===== src/dlu_pkg.sv =====
// Shared constants and types for the port-1 mode pin and signalling block
`default_nettype none
package dlu_pkg;

   // System clock rate
   localparam int CLK_HZ = 25_000_000;

   // Three-state mode pin observation window, in ns and in cycles
   localparam int MODE_WIN_NS  = 2560;
   localparam int MODE_WIN_CYC = (MODE_WIN_NS * (CLK_HZ / 1_000_000)) / 1000;
   // Least number of toggles in a window that counts as clocked
   localparam int MODE_MIN_TOG = 4;

   // Serial frame: one address byte then one data byte
   localparam int SP_BITS     = 8;
   localparam logic [3:0] SP_LAST_BIT = 4'h7;
   // Address bit that marks a read
   localparam int SP_RD_BIT   = 0;

   // Positions of the asynchronous inputs in the sampled vector
   localparam int IN_MCLK   = 0;
   localparam int IN_JPL    = 1;
   localparam int IN_AUXSEL = 2;
   localparam int IN_SCE    = 3;
   localparam int IN_EDGE   = 4;
   localparam int IN_TCLK   = 5;
   localparam int IN_TPOS   = 6;
   localparam int IN_TNEG   = 7;
   localparam int IN_SCLK   = 8;
   localparam int IN_SWI    = 9;
   localparam int IN_SEL_N  = 10;
   localparam int IN_RCLK   = 11;
   localparam int IN_LOS    = 12;
   localparam int IN_AUX    = 13;
   localparam int IN_BIP    = 14;
   localparam int IN_RPOS   = 15;
   localparam int IN_RNEG   = 16;
   localparam int IN_W      = 17;

   // Number of three-state mode pins, in vector order from IN_JPL
   localparam int MODE_PINS = 3;
   localparam int MP_JPL    = 0;
   localparam int MP_AUXSEL = 1;
   localparam int MP_SCE    = 2;

   // Reset values
   localparam logic RST_BIT = 1'b0;

   // Decoded state of a three-state mode pin
   typedef enum logic [1:0] {
      PS_LOW     = 2'b00,
      PS_HIGH    = 2'b01,
      PS_CLOCKED = 2'b10
   } dlu_pin_t;

   // Serial port sequence
   typedef enum logic [1:0] {
      SP_IDLE = 2'b00,
      SP_ADDR = 2'b01,
      SP_DATA = 2'b10,
      SP_DONE = 2'b11
   } dlu_sp_t;

   // One bipolar line symbol
   typedef struct packed {
      logic pos;
      logic neg;
   } dlu_sym_t;

endpackage : dlu_pkg
`default_nettype wire


===== src/dlu_mode_decode.sv =====
// Three-state mode pin decoder: high, low or clocked by the master clock
`default_nettype none
`timescale 1ns/1ns
module dlu_mode_decode
   import dlu_pkg::*;
#(
   parameter int WIN     = MODE_WIN_CYC,
   parameter int MIN_TOG = MODE_MIN_TOG
) (
   // Clock and reset
   input  wire logic clk,
   input  wire logic rst_n,
   // Synchronised pin level
   input  wire logic pinLevel,
   // Decoded state
   output dlu_pin_t  pinState
);

   localparam int CW = $clog2(WIN + 1);

   typedef struct packed {
      logic          prev;
      logic [CW-1:0] winCnt;
      logic [CW-1:0] togCnt;
      dlu_pin_t      state;
   } dlu_dec_t;

   dlu_dec_t s_r;
   dlu_dec_t s_nxt;

   // Count toggles over the window, classify at its end
   always_comb begin
      s_nxt        = s_r;
      s_nxt.prev   = pinLevel;
      s_nxt.winCnt = s_r.winCnt + CW'(1);
      if ((pinLevel != s_r.prev) && (s_r.togCnt != CW'(WIN)))
         s_nxt.togCnt = s_r.togCnt + CW'(1);
      if (s_r.winCnt == CW'(WIN - 1)) begin
         s_nxt.winCnt = '0;
         s_nxt.togCnt = '0;
         if (s_r.togCnt >= CW'(MIN_TOG))
            s_nxt.state = PS_CLOCKED;
         else
            s_nxt.state = pinLevel ? PS_HIGH : PS_LOW;
      end
   end

   // State register
   always_ff @(posedge clk) begin
      if (!rst_n)
         s_r <= '{prev: RST_BIT, winCnt: '0, togCnt: '0, state: PS_LOW};
      else
         s_r <= s_nxt;
   end

   assign pinState = s_r.state;
endmodule : dlu_mode_decode
`default_nettype wire


===== src/dlu_port1_io.sv =====
// Port-1 mode pin decoding, serial port and framer-side signalling
//
// Overview of operation
// - Placement pin high: smoother in receive paths
// - Placement pin low: smoother in transmit paths
// - Placement pin clocked: smoother bypassed, disabled
// - Aux select pin chooses aux pin function
// - Serial enable clocked: host mode via serial
// - Aux select high: aux pins are violation inputs
// - Aux select low: aux pins output high-rate clock
// - Aux select clocked: QRSS function, flags report
// - Edge select high: read bit valid rising
// - Edge select low: read bit valid falling
// - Receive clock normally from recovered line clock
// - Signal absent: receive clock from master clock
// - Bipolar mode: separate positive, negative receive outputs
// - Transmit pair sampled on transmit clock fall
// - Serial write data sampled on serial rise
// - Pattern flag reports AIS reception, and QRSS reception only with aux select clocked
//
// The strobed register port was chosen for this implementation.
`default_nettype none
`timescale 1ns/1ns
module dlu_port1_io
   import dlu_pkg::*;
#(
   parameter int DW = SP_BITS
) (
   // Clock and reset
   input  wire logic          clk,
   input  wire logic          rst_n,
   // Mode pins and master clock
   input  wire logic          mclkPin,
   input  wire logic          jitterPlacementPin,
   input  wire logic          auxFunctionSelectPin,
   input  wire logic          serialControlEnablePin,
   input  wire logic          bipolarModePin,
   // Serial port pins
   input  wire logic          sclkPin,
   input  wire logic          serialWriteIn,
   input  wire logic          port1Select_n,
   input  wire logic          edgeSelectInput,
   output logic               serialReadOut,
   // Framer transmit pins
   input  wire logic          port1TransmitClock,
   input  wire logic          port1TxPositive,
   input  wire logic          port1TxNegative,
   // Framer receive pins
   output logic               port1ReceiveClock,
   output logic               port1RxPositive,
   output logic               port1RxNegative,
   output logic               port1PatternFlag,
   // Port-1 auxiliary two-way pin
   input  wire logic          port1AuxFunctionPinIn,
   output logic               port1AuxFunctionPinOut,
   output logic               port1AuxFunctionPinOe,
   // Line receiver side
   input  wire logic          recClk,
   input  wire logic          recPos,
   input  wire logic          recNeg,
   input  wire logic          signalAbsent,
   input  wire logic          aisSeen,
   input  wire logic          qrssSeen,
   // Line transmitter side
   output dlu_sym_t           txSym,
   output logic               txStrobe,
   output logic               bpvInsert,
   output logic               qrssEnable,
   // Jitter smoother placement and host mode
   output logic               jitterSmootherRx,
   output logic               jitterSmootherTx,
   output logic               hostMode,
   // Register access from the serial port
   input  wire logic [DW-1:0] regRdData,
   output logic [DW-1:0]      regAddr,
   output logic [DW-1:0]      regWrData,
   output logic               regWrStrobe,
   output logic               regRdStrobe
);

   // Rising edge between the delayed and current synced samples
   function automatic logic risen(input logic cur, input logic old);
      return cur & ~old;
   endfunction : risen

   // Falling edge between the delayed and current synced samples
   function automatic logic fallen(input logic cur, input logic old);
      return ~cur & old;
   endfunction : fallen

   typedef struct packed {
      logic [IN_W-1:0] s1;
      logic [IN_W-1:0] s2;
      logic [IN_W-1:0] s3;
      logic            jaRx;
      logic            jaTx;
      logic            host;
      logic            auxOut;
      logic            auxOe;
      logic            bpvIns;
      logic            qrssEn;
      logic            patFlag;
      logic            hfcDiv;
      logic            rclk;
      logic            rxPos;
      logic            rxNeg;
      dlu_sym_t        txSym;
      logic            txStb;
      dlu_sp_t         sp;
      logic [3:0]      bitCnt;
      logic [DW-1:0]   shIn;
      logic [DW-1:0]   shOut;
      logic            isRead;
      logic            rdPend;
      logic            holdFirst;
      logic            serial_read_out;
      logic [DW-1:0]   addr;
      logic [DW-1:0]   wrData;
      logic            wrStb;
      logic            rdStb;
   } dlu_io_t;

   dlu_io_t         s_r;
   dlu_io_t         s_nxt;
   logic [IN_W-1:0] pinsIn;
   dlu_pin_t        modeState [MODE_PINS];
   logic            sclkRise;
   logic            sclkFall;
   logic            launch;
   logic [DW-1:0]   shInNext;

   // Gather all asynchronous inputs for the synchroniser
   always_comb begin
      pinsIn            = '0;
      pinsIn[IN_MCLK]   = mclkPin;
      pinsIn[IN_JPL]    = jitterPlacementPin;
      pinsIn[IN_AUXSEL] = auxFunctionSelectPin;
      pinsIn[IN_SCE]    = serialControlEnablePin;
      pinsIn[IN_EDGE]   = edgeSelectInput;
      pinsIn[IN_TCLK]   = port1TransmitClock;
      pinsIn[IN_TPOS]   = port1TxPositive;
      pinsIn[IN_TNEG]   = port1TxNegative;
      pinsIn[IN_SCLK]   = sclkPin;
      pinsIn[IN_SWI]    = serialWriteIn;
      pinsIn[IN_SEL_N]  = port1Select_n;
      pinsIn[IN_RCLK]   = recClk;
      pinsIn[IN_LOS]    = signalAbsent;
      pinsIn[IN_AUX]    = port1AuxFunctionPinIn;
      pinsIn[IN_BIP]    = bipolarModePin;
      pinsIn[IN_RPOS]   = recPos;
      pinsIn[IN_RNEG]   = recNeg;
   end

   // One decoder per three-state mode pin
   for (genvar g = 0; g < MODE_PINS; g++) begin : g_mode
      dlu_mode_decode u_dec (
         .clk      (clk),
         .rst_n    (rst_n),
         .pinLevel (s_r.s2[IN_JPL + g]),
         .pinState (modeState[g])
      );
   end

   // Serial clock edges and the edge that launches read bits
   assign sclkRise = risen(s_r.s2[IN_SCLK], s_r.s3[IN_SCLK]);
   assign sclkFall = fallen(s_r.s2[IN_SCLK], s_r.s3[IN_SCLK]);
   assign launch   = s_r.s2[IN_EDGE] ? sclkFall : sclkRise;
   assign shInNext = {s_r.s2[IN_SWI], s_r.shIn[DW-1:1]};

   // Next-state logic
   always_comb begin
      s_nxt       = s_r;
      s_nxt.s1    = pinsIn;
      s_nxt.s2    = s_r.s1;
      s_nxt.s3    = s_r.s2;
      s_nxt.txStb = 1'b0;
      s_nxt.wrStb = 1'b0;
      s_nxt.rdStb = 1'b0;

      // Jitter smoother placement
      unique case (modeState[MP_JPL])
         PS_HIGH: begin
            s_nxt.jaRx = 1'b1;
            s_nxt.jaTx = 1'b0;
         end
         PS_LOW: begin
            s_nxt.jaRx = 1'b0;
            s_nxt.jaTx = 1'b1;
         end
         default: begin
            s_nxt.jaRx = 1'b0;
            s_nxt.jaTx = 1'b0;
         end
      endcase

      // Host mode from the serial enable pin
      s_nxt.host = (modeState[MP_SCE] == PS_CLOCKED);

      // Auxiliary pin function
      s_nxt.hfcDiv  = ~s_r.hfcDiv;
      s_nxt.auxOut  = 1'b0;
      s_nxt.auxOe   = 1'b0;
      s_nxt.bpvIns  = 1'b0;
      s_nxt.qrssEn  = 1'b0;
      s_nxt.patFlag = aisSeen;
      unique case (modeState[MP_AUXSEL])
         PS_HIGH: begin
            s_nxt.bpvIns = s_r.s2[IN_AUX];
         end
         PS_LOW: begin
            s_nxt.auxOe  = 1'b1;
            s_nxt.auxOut = s_r.hfcDiv;
         end
         PS_CLOCKED: begin
            s_nxt.qrssEn  = s_r.s2[IN_AUX];
            s_nxt.patFlag = aisSeen | qrssSeen;
         end
         default: begin
            s_nxt.auxOe = 1'b0;
         end
      endcase

      // Receive clock source
      s_nxt.rclk = s_r.s2[IN_LOS] ? s_r.s2[IN_MCLK]
                                  : s_r.s2[IN_RCLK];

      // Bipolar receive data on recovered clock rise
      if (!s_r.s2[IN_BIP] || s_r.s2[IN_LOS]) begin
         s_nxt.rxPos = 1'b0;
         s_nxt.rxNeg = 1'b0;
      end else if (risen(s_r.s2[IN_RCLK], s_r.s3[IN_RCLK])) begin
         s_nxt.rxPos = s_r.s3[IN_RPOS];
         s_nxt.rxNeg = s_r.s3[IN_RNEG];
      end

      // Bipolar transmit pair taken on transmit clock fall
      if (s_r.s2[IN_BIP] && fallen(s_r.s2[IN_TCLK], s_r.s3[IN_TCLK])) begin
         s_nxt.txSym.pos = s_r.s3[IN_TPOS];
         s_nxt.txSym.neg = s_r.s3[IN_TNEG];
         s_nxt.txStb     = 1'b1;
      end

      // Serial port sequence
      if (!s_r.host || s_r.s2[IN_SEL_N]) begin
         s_nxt.sp     = SP_IDLE;
         s_nxt.rdPend = 1'b0;
         s_nxt.serial_read_out    = 1'b0;
      end else begin
         unique case (s_r.sp)
            SP_IDLE: begin
               if (s_r.s3[IN_SEL_N]) begin  // Select just went low
                  s_nxt.sp     = SP_ADDR;
                  s_nxt.bitCnt = 4'h0;
                  s_nxt.isRead = 1'b0;
               end
            end
            SP_ADDR: begin
               if (sclkRise) begin
                  s_nxt.shIn   = shInNext;
                  s_nxt.bitCnt = s_r.bitCnt + 4'h1;
                  if (s_r.bitCnt == SP_LAST_BIT) begin
                     s_nxt.addr   = shInNext;
                     s_nxt.isRead = shInNext[SP_RD_BIT];
                     s_nxt.rdStb  = shInNext[SP_RD_BIT];
                     s_nxt.rdPend = shInNext[SP_RD_BIT];
                     s_nxt.bitCnt = 4'h0;
                     s_nxt.sp     = SP_DATA;
                  end
               end
            end
            SP_DATA: begin
               if (!s_r.isRead) begin
                  if (sclkRise) begin
                     s_nxt.shIn   = shInNext;
                     s_nxt.bitCnt = s_r.bitCnt + 4'h1;
                     if (s_r.bitCnt == SP_LAST_BIT) begin
                        s_nxt.wrData = shInNext;
                        s_nxt.wrStb  = 1'b1;
                        s_nxt.sp     = SP_DONE;
                     end
                  end
               end else if (s_r.rdStb) begin
                  s_nxt.rdPend = 1'b1;  // Answer stands in the next cycle
               end else if (s_r.rdPend) begin
                  // Read data answer one cycle after the strobe
                  s_nxt.rdPend    = 1'b0;
                  s_nxt.shOut     = regRdData;
                  s_nxt.serial_read_out       = regRdData[0];
                  s_nxt.holdFirst = s_r.s2[IN_EDGE];
               end else if (launch) begin
                  if (s_r.holdFirst) begin
                     // First bit must still stand at the next rise
                     s_nxt.holdFirst = 1'b0;
                  end else begin
                     s_nxt.shOut  = {1'b0, s_r.shOut[DW-1:1]};
                     s_nxt.serial_read_out    = s_r.shOut[1];
                     s_nxt.bitCnt = s_r.bitCnt + 4'h1;
                     if (s_r.bitCnt == SP_LAST_BIT - 4'h1)
                        s_nxt.sp = SP_DONE;
                  end
               end
            end
            SP_DONE: begin
               s_nxt.sp = SP_DONE;
            end
         endcase
      end
   end

   // State register
   always_ff @(posedge clk) begin
      if (!rst_n)
         s_r <= '0;
      else
         s_r <= s_nxt;
   end

   // Outputs straight from the state register
   assign serialReadOut          = s_r.serial_read_out;
   assign port1ReceiveClock      = s_r.rclk;
   assign port1RxPositive        = s_r.rxPos;
   assign port1RxNegative        = s_r.rxNeg;
   assign port1PatternFlag       = s_r.patFlag;
   assign port1AuxFunctionPinOut = s_r.auxOut;
   assign port1AuxFunctionPinOe  = s_r.auxOe;
   assign txSym                  = s_r.txSym;
   assign txStrobe               = s_r.txStb;
   assign bpvInsert              = s_r.bpvIns;
   assign qrssEnable             = s_r.qrssEn;
   assign jitterSmootherRx       = s_r.jaRx;
   assign jitterSmootherTx       = s_r.jaTx;
   assign hostMode               = s_r.host;
   assign regAddr                = s_r.addr;
   assign regWrData              = s_r.wrData;
   assign regWrStrobe            = s_r.wrStb;
   assign regRdStrobe            = s_r.rdStb;
endmodule : dlu_port1_io
`default_nettype wire


===== config.mk =====
export PLATFORM = sky130hd
export DESIGN_NAME = dlu_port1_io
export DESIGN_NICKNAME = d
export VERILOG_FILES = /design/src/dlu_pkg.sv /design/src/dlu_mode_decode.sv /design/src/dlu_port1_io.sv
export SDC_FILE = /design/constraint.sdc
export NUM_CORES = 1
export LEC_CHECK = 0
export ABC_CLOCK_PERIOD_IN_PS = 1910
export BUFFER_PORTS_ARGS = -buffer_cell sky130_fd_sc_hd__buf_2
export CORE_ASPECT_RATIO = 0.6
export CORE_UTILIZATION = 53
export DETAILED_ROUTE_END_ITERATION = 12
export PLACE_DENSITY = 0.76
export SLEW_MARGIN = 15
export SYNTH_ARGS = -nofsm -noshare
export SYNTH_HDL_FRONTEND = slang
export SYNTH_HIERARCHICAL = 1
export SYNTH_SLANG_ARGS = --single-unit

===== constraint.sdc =====
create_clock -name clk -period 1.91 [get_ports clk]
set_input_delay 0.2865 -clock clk [delete_from_list [all_inputs] [get_ports clk]]
set_output_delay 0.2865 -clock clk [all_outputs]
set_load 0.03 [all_outputs]

After elaboration in Yosys (flattened, before gate mapping)
Cells that the tools add are included.

operators by class
  $add $sub $neg = 7
  order comparisons = 3
  equality and inequality tests = 32
  mux-type cells = 42
  bitwise logic cells = 18
  reduce and logical (&&, ||, !) cells = 35

operators with widths
  cell                                                                count
  adder 7 x 1 -> 7 bit (second input constant)                        6
  two-way mux 6 bit                                                   7
  two-way mux 8 bit                                                   4
  two-way mux 14 bit                                                  2
  AND reduction 5 bit                                                 5
  == test 7 x 6 -> 1 bit (second input constant)                      3
  greater-or-equal comparator 7 x 3 -> 1 bit (second input constant)  3
  inequality test 3 bit (second input constant)                       7
  inequality test 7 bit (second input constant)                       3
  two-way mux 2 bit                                                   10
  one-hot mux 8 bit (2 select lines)                                  1
  NOT 1 bit                                                           13
  two-way mux 1 bit                                                   12
  inequality test 2 bit (second input constant)                       6
  one-hot mux 4 bit (3 select lines)                                  1
  AND reduction 10 bit                                                1
  OR reduction 2 bit                                                  5
  OR reduction 5 bit                                                  2
  AND reduction 9 bit                                                 1
  == test 2 bit (second input constant)                               4
  == test 4 x 3 -> 1 bit (second input constant)                      2
  one-hot mux 2 bit (4 select lines)                                  1
  AND reduction 4 bit                                                 2
  == test 2 x 1 -> 1 bit (second input constant)                      3
  other kinds (16)                                                    33

storage, ports and cells
  register bits = 161
  input bits = 29
  output and inout bits = 33
  word-level logic and storage cells = 179

Longest topological paths before layout
  depth in word-level cells = 8
  depth in mapped cells = 7
  mapped depth without buffers = 6

By module
Netlist, hierarchy kept.

by module, submodules not included
  module           times used  cells an instance  area an instance (sq um)  sequential area each (sq um)
  dlu_port1_io     1           372                3,970.1                   1,981.9
  dlu_mode_decode  3           82                 792.0                     340.3

Worst setup path before layout
OpenSTA, ideal clock, no wires.

  path type = reg-to-reg
  start = reg s_r[42] (netlist name)
  end = reg s_r[43] (netlist name)
  library setup time = 123 ps
  arrival = 1,686 ps
  data required time = 1,787 ps
  slack = 101 ps
  stages on the path, launching flop included = 8
  path buffers = 1
  clock period less this slack = 1,809 ps
  cell sequence = dfxtp_1 -> inv_1 -> ha_1 -> buf_2 -> nand2_1 -> o21bai_1 -> nor4_4 -> mux2_1

between the ends
  cells in the longest elaborated chain, start to end = 3
  elaborated cells on any way between the ends = 16
  those cells by class = eq/ne (13); mux (1); reduce/logical (2)

RTL lines
  what                                                                      line                 source
  start: declaration                                                        dlu_port1_io.sv:123  dlu_io_t s_r;
  start signal: assignment                                                  dlu_port1_io.sv:315  s_r <= s_nxt;
  == test 2 bit, or another cell as far along                               dlu_port1_io.sv:249  unique case (s_r.sp)
  inequality test 3 bit (no line) or inequality test 2 bit (tied branches)  --
  AND reduction 10 bit (no line)                                            --

Parallel ways exist; a longest one is shown, timed or not.
A chain may end at the register's enable or synchronous reset.

Final worst setup path
  start = reg s_r[43] (netlist name)
  end = reg s_r[41] (netlist name)

between the ends
  cells in the longest elaborated chain, start to end = 3
  elaborated cells on any way between the ends = 13
  those cells by class = eq/ne (9); mux (1); reduce/logical (3)

RTL lines
  what                                                           line
  == test 2 bit, or another cell as far along                    dlu_port1_io.sv:249
  inequality test 3 bit (no line), or another cell as far along  --
  AND reduction 9 bit (no line)                                  --

Parallel ways exist; a longest one is shown, timed or not.

==> results.yml <==
pwr:
  pwr-share-seq_pct: 48.2
  p_int_mw: 5.049
  switchingPower_mw: 1.665
  sw_frac_of_total_pct: 24.79
  ir_drop_mv: 0.6053
  p_per_area_mw_per_mm2: 913.3
  combPwrFrac_pct: 3.6
  total_power_mw: 6.714
  p_leak_nw: 2.978
  clockPowerShare_pct: 48.3
grt:
  grt_max_degree: 96
  grt_pass1_wl_mm: 20.56
  antenna_found_initial: 0
  first_global_vias: 4309
  track_usage_pct: 21.34
  grt_overflow: 0
job:
  maxCapViolCount: 0
timing:
  period_share_pct: 99.80
  final.min_clock_period_ns: 1.906
  worst_slew_pin_slew_ns: 0.7391
  hold_viol: 0
  clock.fmax_ghz: 0.5246
  fin_worst_skew_ns: 0.008135
  rsz0062_at_grt: "true"
  maxSlewViolCount: 0
  max_slew_margin_pct: 50.37
  finalSetupViolations: 0
finish:
  area_growth_syn_to_layout_pct: 15.83
  antennaDiodeCount: 0
  fillers: 922
  final_layout_size_suffix_gt1_share_pct: 23.80
  fin_area_mm2: 0.007351
  final_cells: 849
  nNetsFinal: 723
detailed_routing:
  wirelength_mm: 12.46
  drtIter0Drc: 343
  wire_per_inst_um: 14.68
  dr.pass1.iters: 5
  dr_total_vias: 4504
  post_drt_via_cell_ratio: 5.305
  ant_nets: 0
  drc_errors: 0
synth:
  synthTopCellsByCount: "dfxtp_1, and2_1, nor2_1"
  synthArstFlopShare_pct: 0
  syn_area_mm2: 0.006346
  syn_nets: 665
  synth-edff-count: 0
  synth.most_common_cell: "dfxtp_1"
  synth.yosys.seq_area_share_pct: 47.32
  ys_warn_count: 6
  synthTopCellsByArea: "dfxtp_1, mux2i_1, and2_1"
  netlist_instances: 618
  synth_top_area_share_pct: 47.32
  yosysUniqueCellTypes: 70
  synth_ff_type: "dfxtp_1"
  yosys.area.top_type: "dfxtp_1"
  syn_area_per_cell_um2: 10.27
  ys_ff_latch: 150
cts:
  cts-buffers-inserted: 17
  clk_latency_ns: 0.42
  cts_tree: "built"
  clock_tree.root_cell: "clkbuf_16"
  clkSlewWorstSetupHoldPaths_ns: 0.07
  clock_path_buffers: 2
  cts_hold_buf: 0
  clkSinkCount: 150
  htreeDepth: 4
critical_path:
  crit_type: "flip-flop to flip-flop"
  max_stage_delay_ns: 0.42
  critical_path.top_delay_family: "compound AO/OA/AOI/OAI gates"
  critPathLaunchType: "flip-flop"
  crit_chain: "inv_2 > ha_1 > nor2b_2 > a2111o_1 > o41ai_1 > a21oi_1"
  cp_data_arrival_time_ns: 2.19
  worstPathRequired_ns: 2.20
  crit_slowest_cell: "a2111o_1"
  cp.buffers_inverters: 1
  worst_setup_path_end_kind: "flip-flop"
  cp_max_fo: 5
worst_hold_path:
  hold_class: "input port to flip-flop"
placed_design:
  dp_hpwl_mm: 8.435
  dp.cells: 816
  place_congestion: 0.8543
  place_area_mm2: 0.006749
  portBuffers: 61
floorplan:
  die_w_um: 143.3
  start_util_pct: 55.25
  ios: 62
  rows: 30
  core_mm2: 0.01149
  dieArea_mm2: 0.01243
  die_h_um: 86.76
run_status:
  status: "finished, final reports clean"
[cell usage in the layout, fill, tap and decap left out, types with 7 or more instances in the layout]
master / netlist / routed
o21ai_0: 14 / 14
nor3_1: 7 / 7
dfxtp_1: 150 / 149
buf_2: 2 / 61
or3_1: 10 / 10
nand2_1: 31 / 31
mux2i_1: 43 / 43
o211ai_1: 13 / 13
ha_1: 18 / 17
nand3_1: 18 / 17
buf_4: 24 / 20
clkbuf_16: 0 / 17
inv_8: 0 / 7
nand3b_1: 7 / 7
a21oi_1: 19 / 19
inv_1: 19 / 18
and2_1: 50 / 50
nor2_1: 47 / 47
[stage by stage]
stage / hold slack [ns] / worst slack, ns / util [%] / TNS (ns)
after CTS: 0.04771 / 0.01095 / 63.93 / 0
after detailed placement: 0.3923 / -0.03304 / 58.76 / -0.03304
after global routing: 0.05501 / -0.07046 / 64.00 / -0.1039
final: 0.06366 / 0.003760 / 64.00 / 0
after global placement: 0.3920 / 0.09225 / 58.76 / 0
after floorplan: 0.3780 / 0.1010 / - / 0
[layer usage]
metal	global-route usage, %	wire length [um]	vias to the layer above
met3	4.751	466	16
met1	28.85	6267	2135
li1	-	-	2267
met2	32.77	5554	86
met4	9.768	176	0
met5	0	0	-
[path summary, 6_finish.rpt]
kind / start / end / slack [ns] / cells after the start
setup / recovery: s_r[43]$_SDFFE_PP0P_ / s_r[41]$_SDFFE_PN0P_ / 0.004 / 6
hold / removal: serialWriteIn / s_nxt[85]$_SDFF_PN0_ / 0.06 / 2
hold reg to reg: s_r[50]$_SDFF_PN0_ / s_r[50]$_SDFF_PN0_ / 0.40 / 1
setup reg to reg: s_r[43]$_SDFFE_PP0P_ / s_r[41]$_SDFFE_PN0P_ / 0.004 / 6
[final cells by class]
| type | instances | area, um^2 | share of cell area (%) |
|---|---|---|---|
| Multi-Input combinational cell | 403 | 2960 | 40.27 |
| Clock inverter | 15 | 153.9 | 2.094 |
| Timing Repair Buffer | 85 | 535.5 | 7.285 |
| Clock buffer | 17 | 425.4 | 5.787 |
| Tap cell | 160 | 200.2 | 2.723 |
| Sequential cell | 150 | 3004 | 40.87 |
| Inverter | 19 | 71.32 | 0.9702 |
[repair_timing]
item                       4_1_cts  5_1_grt
pin swaps                        1        1
resized for setup                3        3
setup endpoints to repair        5        9
gates cloned                     0        0
buffers inserted                 1        0
[power groups by stage]
stage          Combinational (mW)  Clock [mW]  Sequential [mW]
2_1_floorplan               0.161           0             3.31
4_1_cts                     0.241        3.33             3.23
3_3_place_gp                0.224           0             3.30
3_5_place_dp                0.237           0             3.31
5_1_grt                     0.266        3.45             3.24
6_report                    0.239        3.24             3.24
[sequential cells by signal, summed over array words and instances, names as in the netlist, 2 cells and up]
register	count
txSym	2
regAddr	8
g_mode.u_dec/s_r	45
s_r	32
g_mode.u_dec/pinState	6
s_nxt	34
regWrData	8
[kinds of logic (layout without fill, tap and decap cells)]
logic type      count (synthesis)  count (layout)  share of synthesized area [%]
compound gates                 97              97                          11.57
xor+xnor                       12              12                          1.656
fa+ha+maj                      18              18                          3.549
buf+inv                        65             136                          6.250
flops                         150             150                          47.32
mux                            50              50                          8.024
simple gates                  226             226                          21.63
[worst reg2reg max path: stages, from the launching register on]
cell and delay [ns]:
dfxtp_2 0.37, inv_2 0.08, ha_1 0.23, nor2b_2 0.20, a2111o_1 0.42, o41ai_1 0.36
a21oi_1 0.12
Note: power is estimated with default switching activity, not from simulation.
